==> src/spd_pkg.sv <==
// package: register map, field layout, lookup tables and states of the spin-detect config bank
package spd_pkg;

  // ------------------------------------------------------------
  // register map
  // ------------------------------------------------------------
  localparam int SPD_NUM_REGS = 14;
  localparam logic [7:0] SPD_OFF [SPD_NUM_REGS] = '{
    8'h80, 8'h82, 8'h84, 8'h86, 8'h88, 8'h8a, 8'h8c,
    8'h8e, 8'h94, 8'h96, 8'h98, 8'h9a, 8'h9c, 8'h9e};
  localparam int SPD_IDX_DETECT = 0;
  localparam logic [7:0] SPD_STATUS_OFF = 8'ha0;
  localparam logic [31:0] SPD_CFG_RESET = 32'h0000_0000;
  localparam logic [31:0] SPD_DETECT_WMASK = 32'h7fff_ffff;

  // ------------------------------------------------------------
  // detect configuration word fields
  // ------------------------------------------------------------
  localparam int SPD_ON_BIT = 30;
  localparam int SPD_BRAKE_ON_BIT = 29;
  localparam int SPD_COAST_BIT = 28;
  localparam int SPD_REV_BIT = 27;
  localparam int SPD_CATCH_BIT = 26;
  localparam int SPD_CATCH_THR_LSB = 22;
  localparam int SPD_STYLE_BIT = 21;
  localparam int SPD_EXIT_SEL_BIT = 20;
  localparam int SPD_EXIT_CUR_LSB = 17;
  localparam int SPD_BRAKE_DUR_LSB = 13;
  localparam int SPD_COAST_DUR_LSB = 9;
  localparam int SPD_EMF_LSB = 6;
  localparam int SPD_HANDOVER_LSB = 2;
  localparam int SPD_CAP_LSB = 0;

  // ------------------------------------------------------------
  // timing and lookup tables
  // ------------------------------------------------------------
  localparam int SPD_CLK_PERIOD_NS = 10;
  localparam int SPD_MS_NS = 1000000;
  localparam int SPD_MS_CYCLES = SPD_MS_NS / SPD_CLK_PERIOD_NS;
  // durations in ms
  localparam logic [13:0] SPD_DUR_MS [16] = '{
    14'd10, 14'd50, 14'd100, 14'd200, 14'd300, 14'd400, 14'd500, 14'd750,
    14'd1000, 14'd2000, 14'd3000, 14'd4000, 14'd5000, 14'd7500, 14'd10000, 14'd15000};
  // back-emf levels in mV
  localparam logic [10:0] SPD_EMF_MV [8] = '{
    11'd50, 11'd75, 11'd100, 11'd250, 11'd500, 11'd750, 11'd1000, 11'd1500};
  // currents in units of 1/16 A
  localparam logic [6:0] SPD_EXIT_CUR [8] = '{
    7'd1, 7'd2, 7'd3, 7'd5, 7'd10, 7'd20, 7'd40, 7'd80};
  localparam logic [6:0] SPD_CAP_CUR [4] = '{7'd15, 7'd25, 7'd35, 7'd50};
  // speeds in tenths of a percent of full speed
  localparam logic [9:0] SPD_HANDOVER_PM [16] = '{
    10'd25, 10'd50, 10'd75, 10'd100, 10'd125, 10'd150, 10'd200, 10'd250,
    10'd300, 10'd400, 10'd500, 10'd600, 10'd700, 10'd800, 10'd900, 10'd1000};

  typedef enum logic [2:0] {
    SPD_IDLE = 3'b000,
    SPD_DECIDE = 3'b001,
    SPD_COAST = 3'b010,
    SPD_BRAKE = 3'b011,
    SPD_REVERSE = 3'b100,
    SPD_CATCH = 3'b101,
    SPD_DONE = 3'b110
  } spd_state_t;
endpackage

==> src/spd_detect_cfg.sv <==
// module: spin-detect configuration bank and its start-up decision sequencer
//
// What this block does
// - detection runs only when enable bit set
// - braking allowed only with brake enable
// - coasting allowed only with coast enable
// - reverse drive only with reverse enable
// - forward catch only with catch enable
// - brake style one turns low sides on
// - exit select zero: leave brake after time
// - exit select one: time and current both
// - brake time code picks 10 ms..15 s
// - coast time code picks 10 ms..15 s
// - standstill when emf below coded level
// - reverse hands to open loop at speed
// - reversal current cap from 2-bit code
module spd_detect_cfg
  import spd_pkg::*;
#(
  parameter int MS_CYCLES = SPD_MS_CYCLES
) (
  input wire logic mclk_in,
  input wire logic sys_rst_in,
  input wire logic [7:0] reg_addr_in,
  input wire logic [31:0] reg_wdata_in,
  input wire logic reg_wr_in,
  input wire logic reg_rd_in,
  output logic [31:0] reg_rdata_out,
  input wire logic detect_start_in,
  input wire logic [10:0] emf_mv_in,
  input wire logic spin_reverse_in,
  input wire logic [9:0] speed_permille_in,
  input wire logic [6:0] phase_current_in,
  output logic [2:0] detect_state_out,
  output logic low_side_brake_out,
  output logic coast_out,
  output logic reverse_drive_out,
  output logic forward_catch_out,
  output logic [3:0] forward_catch_threshold_out,
  output logic [6:0] current_cap_out,
  output logic open_loop_handover_out,
  output logic detect_done_out
);

  // ------------------------------------------------------------
  // elaboration checks
  // ------------------------------------------------------------
  if (MS_CYCLES < 1 || MS_CYCLES > 1048576) begin : g_bad_ms
    $error("MS_CYCLES must lie between 1 and 2**20");
  end

  // ------------------------------------------------------------
  // register bus decode
  // ------------------------------------------------------------
  function automatic logic [4:0] reg_index(input logic [7:0] addr);
    logic [4:0] idx;
    idx = 5'h1f;
    for (int i = 0; i < SPD_NUM_REGS; i++) begin
      if (addr == SPD_OFF[i]) begin
        idx = 5'(i);
      end
    end
    return idx;
  endfunction

  function automatic logic [13:0] dur_ms(input logic [3:0] code);
    return SPD_DUR_MS[code];
  endfunction

  logic [31:0] cfg_q [SPD_NUM_REGS];
  logic [31:0] rdata_q;
  wire logic [4:0] acc_idx = reg_index(reg_addr_in);
  wire logic acc_hit = acc_idx != 5'h1f;
  wire logic acc_status = reg_addr_in == SPD_STATUS_OFF;

  // unlisted offsets hold nothing: writes drop, reads give zero
  for (genvar g = 0; g < SPD_NUM_REGS; g++) begin : g_reg
    localparam logic [31:0] WMASK = (g == SPD_IDX_DETECT) ? SPD_DETECT_WMASK : 32'hffff_ffff;
    always_ff @(posedge mclk_in or posedge sys_rst_in) begin
      if (sys_rst_in) begin
        cfg_q[g] <= SPD_CFG_RESET;
      end else if (reg_wr_in && acc_idx == 5'(g)) begin
        cfg_q[g] <= reg_wdata_in & WMASK;
      end
    end
  end

  // ------------------------------------------------------------
  // detect configuration fields
  // ------------------------------------------------------------
  wire logic [31:0] det_cfg = cfg_q[SPD_IDX_DETECT];
  wire logic spin_detect_on = det_cfg[SPD_ON_BIT];
  wire logic brake_allowed = det_cfg[SPD_BRAKE_ON_BIT];
  wire logic coast_allowed = det_cfg[SPD_COAST_BIT];
  wire logic reverse_spin_drive_on = det_cfg[SPD_REV_BIT];
  wire logic forward_catch_on = det_cfg[SPD_CATCH_BIT];
  wire logic [3:0] forward_catch_threshold = det_cfg[SPD_CATCH_THR_LSB +: 4];
  wire logic brake_style = det_cfg[SPD_STYLE_BIT];
  wire logic brake_exit_select = det_cfg[SPD_EXIT_SEL_BIT];
  wire logic [2:0] brake_exit_current = det_cfg[SPD_EXIT_CUR_LSB +: 3];
  wire logic [3:0] brake_duration = det_cfg[SPD_BRAKE_DUR_LSB +: 4];
  wire logic [3:0] coast_duration = det_cfg[SPD_COAST_DUR_LSB +: 4];
  wire logic [2:0] standstill_emf_level = det_cfg[SPD_EMF_LSB +: 3];
  wire logic [3:0] reverse_handover_speed = det_cfg[SPD_HANDOVER_LSB +: 4];
  wire logic [1:0] reversal_current_cap = det_cfg[SPD_CAP_LSB +: 2];

  wire logic [13:0] brake_ms = dur_ms(brake_duration);
  wire logic [13:0] coast_ms = dur_ms(coast_duration);
  wire logic standstill = emf_mv_in < SPD_EMF_MV[standstill_emf_level];
  wire logic [6:0] exit_cur = SPD_EXIT_CUR[brake_exit_current];
  wire logic [9:0] handover_pm = SPD_HANDOVER_PM[reverse_handover_speed];
  wire logic [6:0] cap_cur = SPD_CAP_CUR[reversal_current_cap];

  // ------------------------------------------------------------
  // millisecond timer, restarted on every state change
  // ------------------------------------------------------------
  spd_state_t state_q, state_d;
  logic [19:0] div_q;
  logic [13:0] ms_q;
  wire logic state_change = state_d != state_q;
  wire logic ms_tick = div_q == 20'(MS_CYCLES - 1);

  always_ff @(posedge mclk_in or posedge sys_rst_in) begin
    if (sys_rst_in) begin
      div_q <= 20'h0_0000;
      ms_q <= 14'h0000;
    end else if (state_change) begin
      div_q <= 20'h0_0000;
      ms_q <= 14'h0000;
    end else begin
      div_q <= ms_tick ? 20'h0_0000 : div_q + 20'h0_0001;
      if (ms_tick && ms_q != 14'h3fff) begin
        ms_q <= ms_q + 14'h0001;
      end
    end
  end

  // ------------------------------------------------------------
  // decision sequencer
  // ------------------------------------------------------------
  // coast is tried before brake so a fast rotor bleeds energy first
  wire logic coast_done = ms_q >= coast_ms;
  wire logic brake_time_done = ms_q >= brake_ms;
  // a zero-current setting would never exit, so time alone cannot be bypassed
  wire logic brake_exit = brake_time_done &&
    (!brake_exit_select || phase_current_in < exit_cur);
  wire logic reached_handover = speed_permille_in <= handover_pm;

  always_comb begin
    state_d = state_q;
    case (state_q)
      SPD_IDLE: begin
        if (detect_start_in) begin
          state_d = spin_detect_on ? SPD_DECIDE : SPD_DONE;
        end
      end
      SPD_DECIDE: begin
        if (standstill) begin
          state_d = SPD_DONE;
        end else if (spin_reverse_in && reverse_spin_drive_on) begin
          state_d = SPD_REVERSE;
        end else if (!spin_reverse_in && forward_catch_on) begin
          state_d = SPD_CATCH;
        end else if (coast_allowed) begin
          state_d = SPD_COAST;
        end else if (brake_allowed) begin
          state_d = SPD_BRAKE;
        end else begin
          state_d = SPD_DONE;
        end
      end
      SPD_COAST: begin
        if (coast_done) begin
          state_d = brake_allowed ? SPD_BRAKE : SPD_DONE;
        end
      end
      SPD_BRAKE: begin
        if (brake_exit) begin
          state_d = SPD_DONE;
        end
      end
      SPD_REVERSE: begin
        if (reached_handover) begin
          state_d = SPD_DONE;
        end
      end
      SPD_CATCH: state_d = SPD_DONE;
      SPD_DONE: state_d = SPD_IDLE;
      default: state_d = SPD_IDLE;
    endcase
  end

  // ------------------------------------------------------------
  // state and registered outputs
  // ------------------------------------------------------------
  logic low_side_q, coast_q, reverse_q, catch_q, handover_q, done_q, stand_q;
  logic [6:0] cap_q;

  always_ff @(posedge mclk_in or posedge sys_rst_in) begin
    if (sys_rst_in) begin
      state_q <= SPD_IDLE;
      low_side_q <= 1'b0;
      coast_q <= 1'b0;
      reverse_q <= 1'b0;
      catch_q <= 1'b0;
      cap_q <= 7'h00;
      handover_q <= 1'b0;
      done_q <= 1'b0;
      stand_q <= 1'b0;
    end else begin
      state_q <= state_d;
      // reserved style 0 leaves the bridge floating instead of guessing
      low_side_q <= state_d == SPD_BRAKE && brake_style;
      coast_q <= state_d == SPD_COAST;
      reverse_q <= state_d == SPD_REVERSE;
      catch_q <= state_d == SPD_CATCH;
      cap_q <= state_d == SPD_REVERSE ? cap_cur : 7'h00;
      handover_q <= state_q == SPD_REVERSE && state_d == SPD_DONE;
      done_q <= state_d == SPD_DONE;
      if (state_q == SPD_DECIDE) begin
        stand_q <= standstill;
      end
    end
  end

  // ------------------------------------------------------------
  // read port
  // ------------------------------------------------------------
  wire logic [31:0] status_word = {27'h000_0000, stand_q, spin_reverse_in, state_q};
  wire logic [31:0] rd_word = acc_hit ? cfg_q[acc_idx[3:0]] :
    acc_status ? status_word : 32'h0000_0000;

  always_ff @(posedge mclk_in or posedge sys_rst_in) begin
    if (sys_rst_in) begin
      rdata_q <= 32'h0000_0000;
    end else begin
      rdata_q <= reg_rd_in ? rd_word : 32'h0000_0000;
    end
  end

  assign reg_rdata_out = rdata_q;
  assign detect_state_out = state_q;
  assign low_side_brake_out = low_side_q;
  assign coast_out = coast_q;
  assign reverse_drive_out = reverse_q;
  assign forward_catch_out = catch_q;
  assign forward_catch_threshold_out = forward_catch_threshold;
  assign current_cap_out = cap_q;
  assign open_loop_handover_out = handover_q;
  assign detect_done_out = done_q;
endmodule

==> config.mk <==
export PLATFORM = sky130hd
export DESIGN_NAME = spd_detect_cfg
export DESIGN_NICKNAME = d
export VERILOG_FILES = /design/src/spd_pkg.sv /design/src/spd_detect_cfg.sv
export SDC_FILE = /design/constraint.sdc
export NUM_CORES = 1
export LEC_CHECK = 0
export BUFFER_PORTS_ARGS = -buffer_cell sky130_fd_sc_hd__buf_2
export CAP_MARGIN = 10
export CELL_PAD_IN_SITES_DETAIL_PLACEMENT = 2
export CELL_PAD_IN_SITES_GLOBAL_PLACEMENT = 2
export CORE_UTILIZATION = 43
export DETAILED_ROUTE_END_ITERATION = 12
export PLACE_DENSITY = 0.82
export SLEW_MARGIN = 25
export SYNTH_ARGS = -nofsm -noshare
export SYNTH_HDL_FRONTEND = slang
export SYNTH_SLANG_ARGS = --single-unit
==> constraint.sdc <==
create_clock -name mclk_in -period 18.3 [get_ports mclk_in]
set_input_delay 1.83 -clock mclk_in [delete_from_list [all_inputs] [get_ports mclk_in]]
set_output_delay 1.83 -clock mclk_in [all_outputs]
set_load 0.02 [all_outputs]
==> metrics.md, run 1 <==
| Metric | Value |
|---|---|
| Status | complete, no violations |
| CTS Hold Bufs | 0 |
| CP Max Fanout | 61 |
| Via count | 18400 |
| Top cells by area, synth | dfrtp_1, mux2_2, o22ai_1 |
| Slowest cell on crit path | buf_4 |
| Post-synthesis register bit count | 529 |
| Ys Warns | 0 |
| GPL Wtd Cong | 0.768 |
| Dpl hpwl | 51.4 mm |
| Seq/Total Area, Yosys | 53.0% |
| Buffers on Ports | 124 |
| Initial Utilization | 43.9% |
| Crit path kind | in2reg |
| # IOs | 126 |
| Global-route wire length before repair | 139 mm |
| Drt via density | 6.31 |
| Post-Synth Adder-Cell Area | 4.06% |
| Startpoint Class | input port |
| Routed WL per cell | 31.0 µm |
| DIE AREA | 0.0591 mm² |
| Sinks on the clock net | 529 |
| Dpl cells | 2800 |
| Vias in the first global route | 21300 |
| CP required | 18810 ps |
| Floorplan row count | 87 |
| Period utilisation layout | 28.4% |
| Post-Synth XOR/XNOR Area | 1.19% |
| FF/Latch Area | 0.0132 mm² |
| Synth Area in Compound Gates | 11.3% |
| Slowest stage delay, CP | 790 ps |
| Min-delay worst type | reg2reg |
| Worst-path clk slew | 60 ps |
| Top cell type's share of synthesized area | 53.0% |
| Die width | 243 µm |
| # nets final | 2262 |
| CTS tree | built |
| Initial antenna violation count | 5 |
| Tightest Pin Transition | 1060 ps |
| Post-synth EDFFs | 0 |
| Mux contribution to synthesized area | 20.6% |
| Max-slew violations | 0 |
| Routed Antenna Nets | 0 |
| DR pass1 iterations | 5 |
| Pleak | 13.5 nW |
| Post-Synthesis Cells | 2060 |
| Routed wire length | 90.2 mm |
| Clk buf depth | 3 |
| Worst vdd ir | 0.0767 mV |
| Core area | 0.0569 mm² |
| Drt drc | 0 |
| Largest net degree at the start of global routing | 169 |
| Layout area overhead | 13.0% |
| Tightest slew margin relative to the limit | 29.2% |
| Min cycle time layout | 5200 ps |
| Total gr overflow | 0 |
| Max Cap Viol | 0 |
| Final hold violations | 0 |
| Top_reg_cell synth | dfrtp_1 |
| Ys async rst share | 100% |
| Total GRT Usage | 30.8% |
| Layout Cells excl Fill | 2912 |
| Syn_area_per_cell | 12.1 µm² |
| Fillcell total | 5422 |
| WP data arrival | 5710 ps |
| Distinct cells, synth | 66 |
| Cells along the critical path | buf_2 -> or4b_1 -> a21oi_2 -> a21boi_4 -> buf_4 -> buf_4 -> nor2_4 -> buf_4 -> mux2_2 |
| Clock root cell | clkbuf_16 |
| Pwr dens | 94.0 mW/mm² |
| Main combinational cell family by area after synthesis | multiplexers |
| Final setup fails | 0 |
| Fraction of layout cells with a size suffix above 1 | 33.1% |
| CTS resizes | 0 |
| Cell seen most often among critical-path stages | buf_4 |
| Leading area contributor after synthesis | dfrtp_1 |
| Worst setup EP type | flip-flop |
| Post-CTS setup buffers | 0 |
| Clk Latency, worst-skew pair | 670 ps |
| Final TNS setup | 0 ps |
| Synth Area in Simple Gates | 6.22% |
| Cell Area, Synth | 0.0250 mm² |
| CTS Buf Count | 58 |
| Worst Skew | 43.4 ps |
| Post-synth net total | 2215 |
| H-Tree Depth | 2 |
| Unrepaired setup endpoints after global routing | no |
| Die Y | 243 µm |
| DRT iter0 DRCs | 1095 |
| Achievable Freq | 192 MHz |
| Multi-input logic area | 0.0110 mm² |
-- final timing paths --
check	to	depth (start not counted)	slack, ps	from
worst max-delay path	cfg_q[76]	9	13100	reg_addr_in[0]
worst min-delay path	reg_rdata_out[4]	2	480	stand_q
worst max register to register	div_q[3]	13	13860	det_cfg[14]
worst min register to register	reg_rdata_out[4]	2	480	stand_q
max in group asynchronous	cfg_q[87]	7	14580	sys_rst_in
min in group asynchronous	reg_rdata_out[17]	2	1220	sys_rst_in
-- Yosys cell counts, types with 3 or more instances --
library cell and number:
a211oi_1 9, a21o_1 8, a21oi_1 59, a221oi_1 3, a22oi_1 33, a31oi_1 6, and2_1 7, and3_1 8
and4_1 30, buf_1 17, buf_2 50, buf_4 12, clkbuf_1 91, dfrtp_1 529, ha_1 81, inv_1 33
mux2_1 22, mux2_2 428, mux2i_1 9, nand2_1 69, nand2b_1 8, nand3_1 29, nand3b_1 4, nand4_1 18
nor2_1 45, nor2_2 4, nor2b_1 3, nor3_1 31, nor3b_1 4, nor4_1 15, nor4b_1 3, o211ai_1 6
o21a_1 4, o21ai_0 111, o21ai_1 9, o22ai_1 192, xnor2_1 14, xor2_1 20
-- cell usage in the layout (no fill, tap or decap), drive strengths merged, types with 29 or more instances in the layout --
master	count
nand3	29
clkbuf	88
inv	33
a21oi	60
and4	30
a22oi	33
nor2	49
o21ai	120
ha	81
nor3	32
nand2	69
buf	159
o22ai	192
dfrtp	529
mux2	450
-- cell type report --
class	instances	area share [%]
Tap cell	756	3.35
Clock buffer	88	6.29
Multi-Input combinational cell	1326	39.0
Timing Repair Buffer	159	3.41
Sequential cell	529	46.9
Clock inverter	17	0.567
Inverter	33	0.465
Antenna cell	4	0.0355
-- worst max-delay path: cells and delay by family --
kind,cells,cell delay (ps)
buf+inv,4,1750
mux,1,360
simple gates,2,940
compound gates,2,710
-- per-stage QoR --
step / total power, W / hold WS, ps / setup WS, ps / util, % / area [µm²]
CTS: 0.00266 / 488 / 13180 / 49.4 / 28100
floorplan: 0.00139 / 435 / 1690 / - / 25000
detailed placement: 0.00146 / 476 / 12650 / 46.0 / 26200
global placement: 0.00144 / 468 / 12670 / 46.0 / 26200
global route: 0.00272 / 517 / 13080 / 49.6 / 28200
finish: 0.00265 / 483 / 13100 / 49.6 / 28200
-- kinds of logic (layout without fill, tap and decap cells) --
| logic type | count (synthesis) | in the layout |
|---|---|---|
| AO/OA/AOI/OAI | 464 | 464 |
| adder cells (fa/ha/maj) | 81 | 81 |
| buffers and inverters | 205 | 297 |
| AND/OR/NAND/NOR | 287 | 287 |
| flip-flops | 529 | 529 |
| XOR/XNOR | 34 | 34 |
| other | 1 | 5 |
| multiplexers | 459 | 459 |
-- power by group --
part           switching (W)  internal, W
combinational       0.000146    0.0000657
sequential         0.0000305      0.00121
clock               0.000523     0.000681
total               0.000700      0.00195
-- sequential cells by signal (all words and copies together), names as in the netlist --
register,flops
cfg_q,416
coast_out,1
current_cap_out,6
det_cfg,31
detect_done_out,1
detect_state_out,3
div_q,20
forward_catch_out,1
low_side_brake_out,1
ms_q,14
open_loop_handover_out,1
reg_rdata_out,32
reverse_drive_out,1
stand_q,1
-- routing by layer --
metal	track usage (%)	vias up	share of wire (%)
met5	0	-	0.014
met4	13.5	2	3.6
met3	3.91	215	4.2
met2	53.8	583	51
met1	38.2	9874	41
li1	-	7714	-
(Power assumes the default switching activity.)
==> run 2: changes to the inputs <==
==> constraint.sdc (replaced) <==
create_clock -name mclk_in -period 4.9 [get_ports mclk_in]
set_input_delay 0.49 -clock mclk_in [delete_from_list [all_inputs] [get_ports mclk_in]]
set_output_delay 0.49 -clock mclk_in [all_outputs]
set_load 0.02 [all_outputs]
==> run 2 against run 1 <==
  * Non-clock buffer count grew 10
  * Sequential cell count is the same
  * Global-route usage grew 1.0 points
  * Sequential power grew to 3.7 times the previous value
  * Worst hold slack lost 320 ps
  * Routed wire length grew 3.9%
  * Clock-buffer cell count shrank 2
  * First-iteration DRC count grew 5.8%
  * Die area is the same
  * Critical endpoint is now current_cap_out[1]
  * Final area grew 0.28%
==> metrics.md, run 2 (synthesized netlist as in run 1, its figures left out) <==
| Metric | Value |
|---|---|
| Status | complete, no violations |
| Drt via density | 6.34 |
| Pwr Total | 0.0100 W |
| WP buf/inv | 1 |
| Initial antenna violation count | 6 |
| Min cycle time layout | 4160 ps |
| Hold_sp | spin_reverse_in |
| Routed Antenna Nets | 0 |
| CTS Buf Count | 57 |
| Worst-path clk slew | 60 ps |
| CP Max Fanout | 9 |
| Routed wire length | 93.7 mm |
| Die width | 243 µm |
| Worst Hold Path Cells | 3 |
| Crit path depth | 12 |
| Clock root cell | clkbuf_16 |
| Startpoint Class | flip-flop |
| # nets final | 2271 |
| Fin Hold WS | 164 ps |
| Drt drc | 0 |
| DRT iter0 DRCs | 1159 |
| Die Y | 243 µm |
| CP top delay family | compound AO/OA/AOI/OAI gates |
| Clk buf depth | 3 |
| Final hold violations | 0 |
| Tightest slew margin relative to the limit | 23.4% |
| Final TNS setup | 0 ps |
| Largest net degree at the start of global routing | 167 |
| Cell seen most often among critical-path stages | ha_1 |
| Achievable Freq | 240 MHz |
| Clk Latency, worst-skew pair | 640 ps |
| GPL Wtd Cong | 0.802 |
| WP data arrival | 4650 ps |
| DIE AREA | 0.0591 mm² |
| Reg2Reg Setup Slack | 740 ps |
| Pwr dens | 354 mW/mm² |
| Worst setup margin | 741 ps |
| Total gr overflow | 0 |
| Max FFs per register | 416 |
| Tightest Pin Transition | 1150 ps |
| Biggest register | cfg_q |
| Dpl hpwl | 51.6 mm |
| Routed WL per cell | 32.1 µm |
| Min-delay worst type | in2reg |
| Via count | 18500 |
| Commonest non-fill, non-tap cell in the layout | dfrtp_1 |
| CP required | 5390 ps |
| Global-route wire length before repair | 142 mm |
| Most frequent cells in the layout | dfrtp_1, mux2_2, o22ai_1 |
| Floorplan row count | 87 |
| # IOs | 126 |
| CTS resizes | 0 |
| DR pass1 iterations | 5 |
| Fraction of layout cells with a size suffix above 1 | 33.0% |
| Initial Utilization | 43.9% |
| CTS tree | built |
| Dpl cell area | 0.0264 mm² |
| Worst Skew | 29.6 ps |
| Slowest stage delay, CP | 600 ps |
| Period utilisation layout | 84.9% |
| Unrepaired setup endpoints after global routing | no |
| Worst hold endpoint | reg_rdata_out[3] |
| Worst slack, placed | 956 ps |
| Max-slew violations | 0 |
| Design area | 0.0283 mm² |
| Total GRT Usage | 31.9% |
| Sinks on the clock net | 529 |
| Cells along the critical path | inv_1 -> ha_1 -> mux2i_1 -> a21oi_1 -> ha_1 -> a2111oi_0 -> o21ai_0 -> o211ai_1 -> a31oi_1 -> a41oi_1 -> nor4b_2 -> a21boi_0 |
| Final setup fails | 0 |
| Worst vdd ir | 0.281 mV |
| Worst setup EP type | flip-flop |
| Worst reg2reg path startpoint | det_cfg[10] |
| Post-CTS setup buffers | 0 |
| Buffers on Ports | 124 |
| H-Tree Depth | 2 |
| Worst R2R End | current_cap_out[1] |
| Pleak | 13.5 nW |
| Max Cap Viol | 0 |
| Slowest cell on crit path | nor4b_2 |
| Crit path kind | reg2reg |
| Layout area overhead | 13.3% |
| Vias in the first global route | 21700 |
| Core area | 0.0569 mm² |
| Worst R2R Path Depth | 12 |
## run 2: how the worst max path moves through the flow
stage | startpoint | end
after floorplan | sys_rst_in | cfg_q[0]
after global placement | det_cfg[14] | div_q[1]
after detailed placement | det_cfg[14] | div_q[10]
after CTS | det_cfg[10] | current_cap_out[1]
after global routing | det_cfg[10] | current_cap_out[1]
final | det_cfg[10] | current_cap_out[1]
## run 2: through the flow
| stage | cells | utilization [%] |
|---|---|---|
| after floorplan | 2060 | - |
| after global routing | 2919 | 49.7 |
| final | 2919 | 49.7 |
| after detailed placement | 2812 | 46.3 |
| after global placement | 2812 | 46.3 |
| after CTS | 2917 | 49.7 |
## run 2: tightest hold or removal path, delay by kind of cell
family | cells | cell delay, ps
simple gates | 2 | 120
buf+inv | 1 | 140
## run 2: routing by layer
layer / GRT usage (%) / share of wire, % / up-vias
li1: - / - / 7717
met1: 37.6 / 39 / 9818
met2: 55.8 / 51 / 653
met3: 4.90 / 4.9 / 310
met4: 16.9 / 4.9 / 4
met5: 0 / 0.030 / -
## run 2: what timing repair did
item,4_1_cts,5_1_grt
hold endpoints to repair,8,0
hold buffers,1,0
setup endpoints to repair,0,0
## run 2: cell type report
class | count | area [µm²]
fillers | 5477 | 28600
flip-flops and latches | 529 | 13200
multi-input cells | 1326 | 11000
clock buffers | 86 | 1680
repair buffers | 169 | 1070
well taps | 756 | 946
clock inverters | 18 | 256
inverters | 33 | 128
diodes | 2 | 5.00
## run 2: power breakdown
group	switching [W]	leakage, nW	internal [W]
combinational	0.000561	5.24	0.000250
clock	0.00197	0.945	0.00262
sequential	0.000105	7.33	0.00450
total	0.00263	13.5	0.00737
==> run 3: changes to the inputs <==
--- a/config.mk
+++ b/config.mk
@@ -9,9 +9,9 @@
 export CAP_MARGIN = 10
 export CELL_PAD_IN_SITES_DETAIL_PLACEMENT = 2
 export CELL_PAD_IN_SITES_GLOBAL_PLACEMENT = 2
-export CORE_UTILIZATION = 43
+export CORE_UTILIZATION = 39
 export DETAILED_ROUTE_END_ITERATION = 12
-export PLACE_DENSITY = 0.82
+export PLACE_DENSITY = 0.79
 export SLEW_MARGIN = 25
 export SYNTH_ARGS = -nofsm -noshare
 export SYNTH_HDL_FRONTEND = slang
==> constraint.sdc (replaced) <==
create_clock -name mclk_in -period 3.45 [get_ports mclk_in]
set_input_delay 0.345 -clock mclk_in [delete_from_list [all_inputs] [get_ports mclk_in]]
set_output_delay 0.345 -clock mclk_in [all_outputs]
set_load 0.02 [all_outputs]
==> run 3 against run 2 <==
  * First-iteration DRC count decreased by 5.4%
  * Core utilization decreased by 3.3 points
  * Power increased by 44%
  * Clock skew increased by 17 ps
  * Worst hold slack got worse by 73 ps
  * Clock power increased by 42%
  * Sequential share of layout area decreased by 1.6 points
  * Final area increased by 3.6%
  * Clock-buffer cell count decreased by 11
  * Critical endpoint is now div_q[16]
  * Largest cell class unchanged
  * Largest power group is now the clock network
==> metrics.md, run 3 (synthesized netlist as in run 1, its figures left out) <==
| Metric | Value |
|---|---|
| Status | complete, no violations |
| Via count | 18600 |
| Routed WL per cell | 29.9 µm |
| Slowest cell on crit path | dfrtp_1 |
| Min cycle time layout | 3400 ps |
| Reg2Reg Setup Slack | 50 ps |
| Internal cell power | 0.0106 W |
| H-Tree Depth | 2 |
| Largest net degree at the start of global routing | 98 |
| Layout Cells excl Fill | 3086 |
| Design area | 0.0293 mm² |
| Cells along the critical path | ha_1 -> or3_1 -> o21ai_1 -> ha_1 -> a41oi_1 -> o21ai_0 -> a211oi_2 -> a211oi_1 -> o31a_1 -> a211o_1 -> buf_12 -> nor4_2 |
| Global-route wire length before repair | 138 mm |
| Worst R2R End | div_q[16] |
| Initial antenna violation count | 8 |
| Sequential Power Share | 45.5% |
| Vias in the first global route | 21600 |
| DRT iter0 DRCs | 1096 |
| Die width | 255 µm |
| Dpl cells | 2961 |
| GRT met2 Usage | 49.2% |
| DR pass1 iterations | 6 |
| Tightest slew margin relative to the limit | 24.7% |
| Worst vdd ir | 0.362 mV |
| Final TNS setup | 0 ps |
| Final setup fails | 0 |
| Total GRT Usage | 28.2% |
| Max FFs per register | 416 |
| Worst reg2reg path startpoint | det_cfg[14] |
| Initial Utilization | 39.5% |
| Worst slack, placed | -313 ps |
| Worst R2R Path Depth | 12 |
| Clock Power Share | 45.5% |
| CP endpoint | div_q[16] |
| GRT Max-Usage Layer | met2 |
| Drt via density | 6.02 |
| Psw | 0.00372 W |
| Worst-path clk slew | 60 ps |
| Buffers on Ports | 124 |
| Pwr dens | 490 mW/mm² |
| DIE AREA | 0.0651 mm² |
| # IOs | 126 |
| Biggest register | cfg_q |
| CTS tree | built |
| Fraction of layout cells with a size suffix above 1 | 37.1% |
| Clock root cell | clkbuf_16 |
| CP required | 3950 ps |
| Worst setup margin | 47.0 ps |
| Worst Skew | 46.7 ps |
| Core area | 0.0632 mm² |
| Crit path kind | reg2reg |
| Dpl cell area | 0.0270 mm² |
| CP Max Fanout | 34 |
| Layout area overhead | 17.4% |
| Max-slew violations | 0 |
| Worst setup EP type | flip-flop |
| Crit path launch | det_cfg[14] |
| WP data arrival | 3900 ps |
| CTS Buf Count | 56 |
| Unrepaired setup endpoints after global routing | yes |
| Routed wire length | 92.3 mm |
| Sinks on the clock net | 529 |
| Max Cap Viol | 0 |
| Floorplan row count | 92 |
| Final hold violations | 0 |
| Achievable Freq | 294 MHz |
| Die Y | 255 µm |
| Clk Latency, worst-skew pair | 640 ps |
| Switching power share of the total | 25.9% |
| GR Util met1 | 33.6% |
| M3 GR Usage | 4.86% |
| Commonest non-fill, non-tap cell in the layout | dfrtp_1 |
| Total gr overflow | 0 |
| Cell seen most often among critical-path stages | ha_1 |
| Min-delay worst type | in2reg |
| Startpoint Class | flip-flop |
| Dpl hpwl | 54.6 mm |
| Pleak | 14.0 nW |
| Most frequent cells in the layout | dfrtp_1, mux2_2, o22ai_1 |
| Period utilisation layout | 98.6% |
| Slowest stage delay, CP | 430 ps |
| # nets final | 2345 |
| Fillcell total | 6099 |
| Routed Antenna Nets | 0 |
| Tightest Pin Transition | 1130 ps |
| Clk buf depth | 3 |
| Combinational cell fraction of total power | 9.0% |
| GPL Wtd Cong | 0.852 |
| Drt drc | 0 |
-- run 3: cell count changes in the layout (fill, tap and decap cells not counted), sizes merged --
cell	before	now
clkbuf	86	75
inv	32	34
a21oi	60	61
clkinvlp	3	4
buf	168	242
diode	2	5
clkinv	11	16
bufinv	5	7
-- run 3: what timing repair did --
item                                   in CTS  in global routing
pin swaps                                   1                  5
buffers inserted                            0                 15
setup endpoints to repair                  41                 41
endpoints found under the hold margin      21                  0
hold buffers                                1                  0
resized for setup                           7                 40
cloned                                      0                  1
-- run 3: metrics by stage --
stage / utilization (%) / total power [W] / hold WS [ps]
after floorplan: - / 0.00737 / 435
after global placement: 42.7 / 0.00773 / 468
final: 46.4 / 0.0144 / 91.0
after global routing: 46.4 / 0.0147 / 68.7
after CTS: 45.9 / 0.0144 / 71.8
after detailed placement: 42.7 / 0.00784 / 480
-- run 3: worst max-delay path: cells and delay by family (launching register included) --
family / cells / cell delay, ps
compound gates: 7 / 1500
simple gates: 2 / 650
fa+ha+maj: 2 / 510
flops: 1 / 430
buf+inv: 1 / 190
-- run 3: routing by layer --
metal	wire, µm	part of all wire, %
met1	36500	40
met3	4360	4.7
met4	4060	4.4
met2	47300	51
met5	26	0.028
-- run 3: worst min-delay path by stage --
| stage | slack (ps) | startpoint | end | cells after the start |
|---|---|---|---|---|
| 5_1_grt | 70 | spin_reverse_in | reg_rdata_out[3] | 3 |
| 3_5_place_dp | 480 | cfg_q[181] | cfg_q[181] | 1 |
| 2_1_floorplan | 430 | stand_q | reg_rdata_out[4] | 2 |
| 3_3_place_gp | 470 | cfg_q[180] | cfg_q[180] | 1 |
| 4_1_cts | 70 | spin_reverse_in | reg_rdata_out[3] | 3 |
| 6_report | 90 | spin_reverse_in | reg_rdata_out[3] | 3 |
-- run 3: area by class of cell --
cell class	count	area, µm²	share of cell area [%]
Antenna cell	5	12.5	0.0427
Multi-Input combinational cell	1327	11200	38.2
Inverter	33	128	0.435
Sequential cell	529	13200	45.2
Timing Repair Buffer	243	1720	5.85
Clock inverter	28	355	1.21
Tap cell	846	1060	3.61
Clock buffer	75	1600	5.47
-- run 3: power by group through the flow --
stage	Combinational [W]	Clock [W]	Sequential, W
floorplan	0.000718	0	0.00665
global placement	0.00112	0	0.00661
detailed placement	0.00120	0	0.00663
CTS	0.00125	0.00663	0.00653
global route	0.00139	0.00681	0.00655
finish	0.00129	0.00654	0.00653
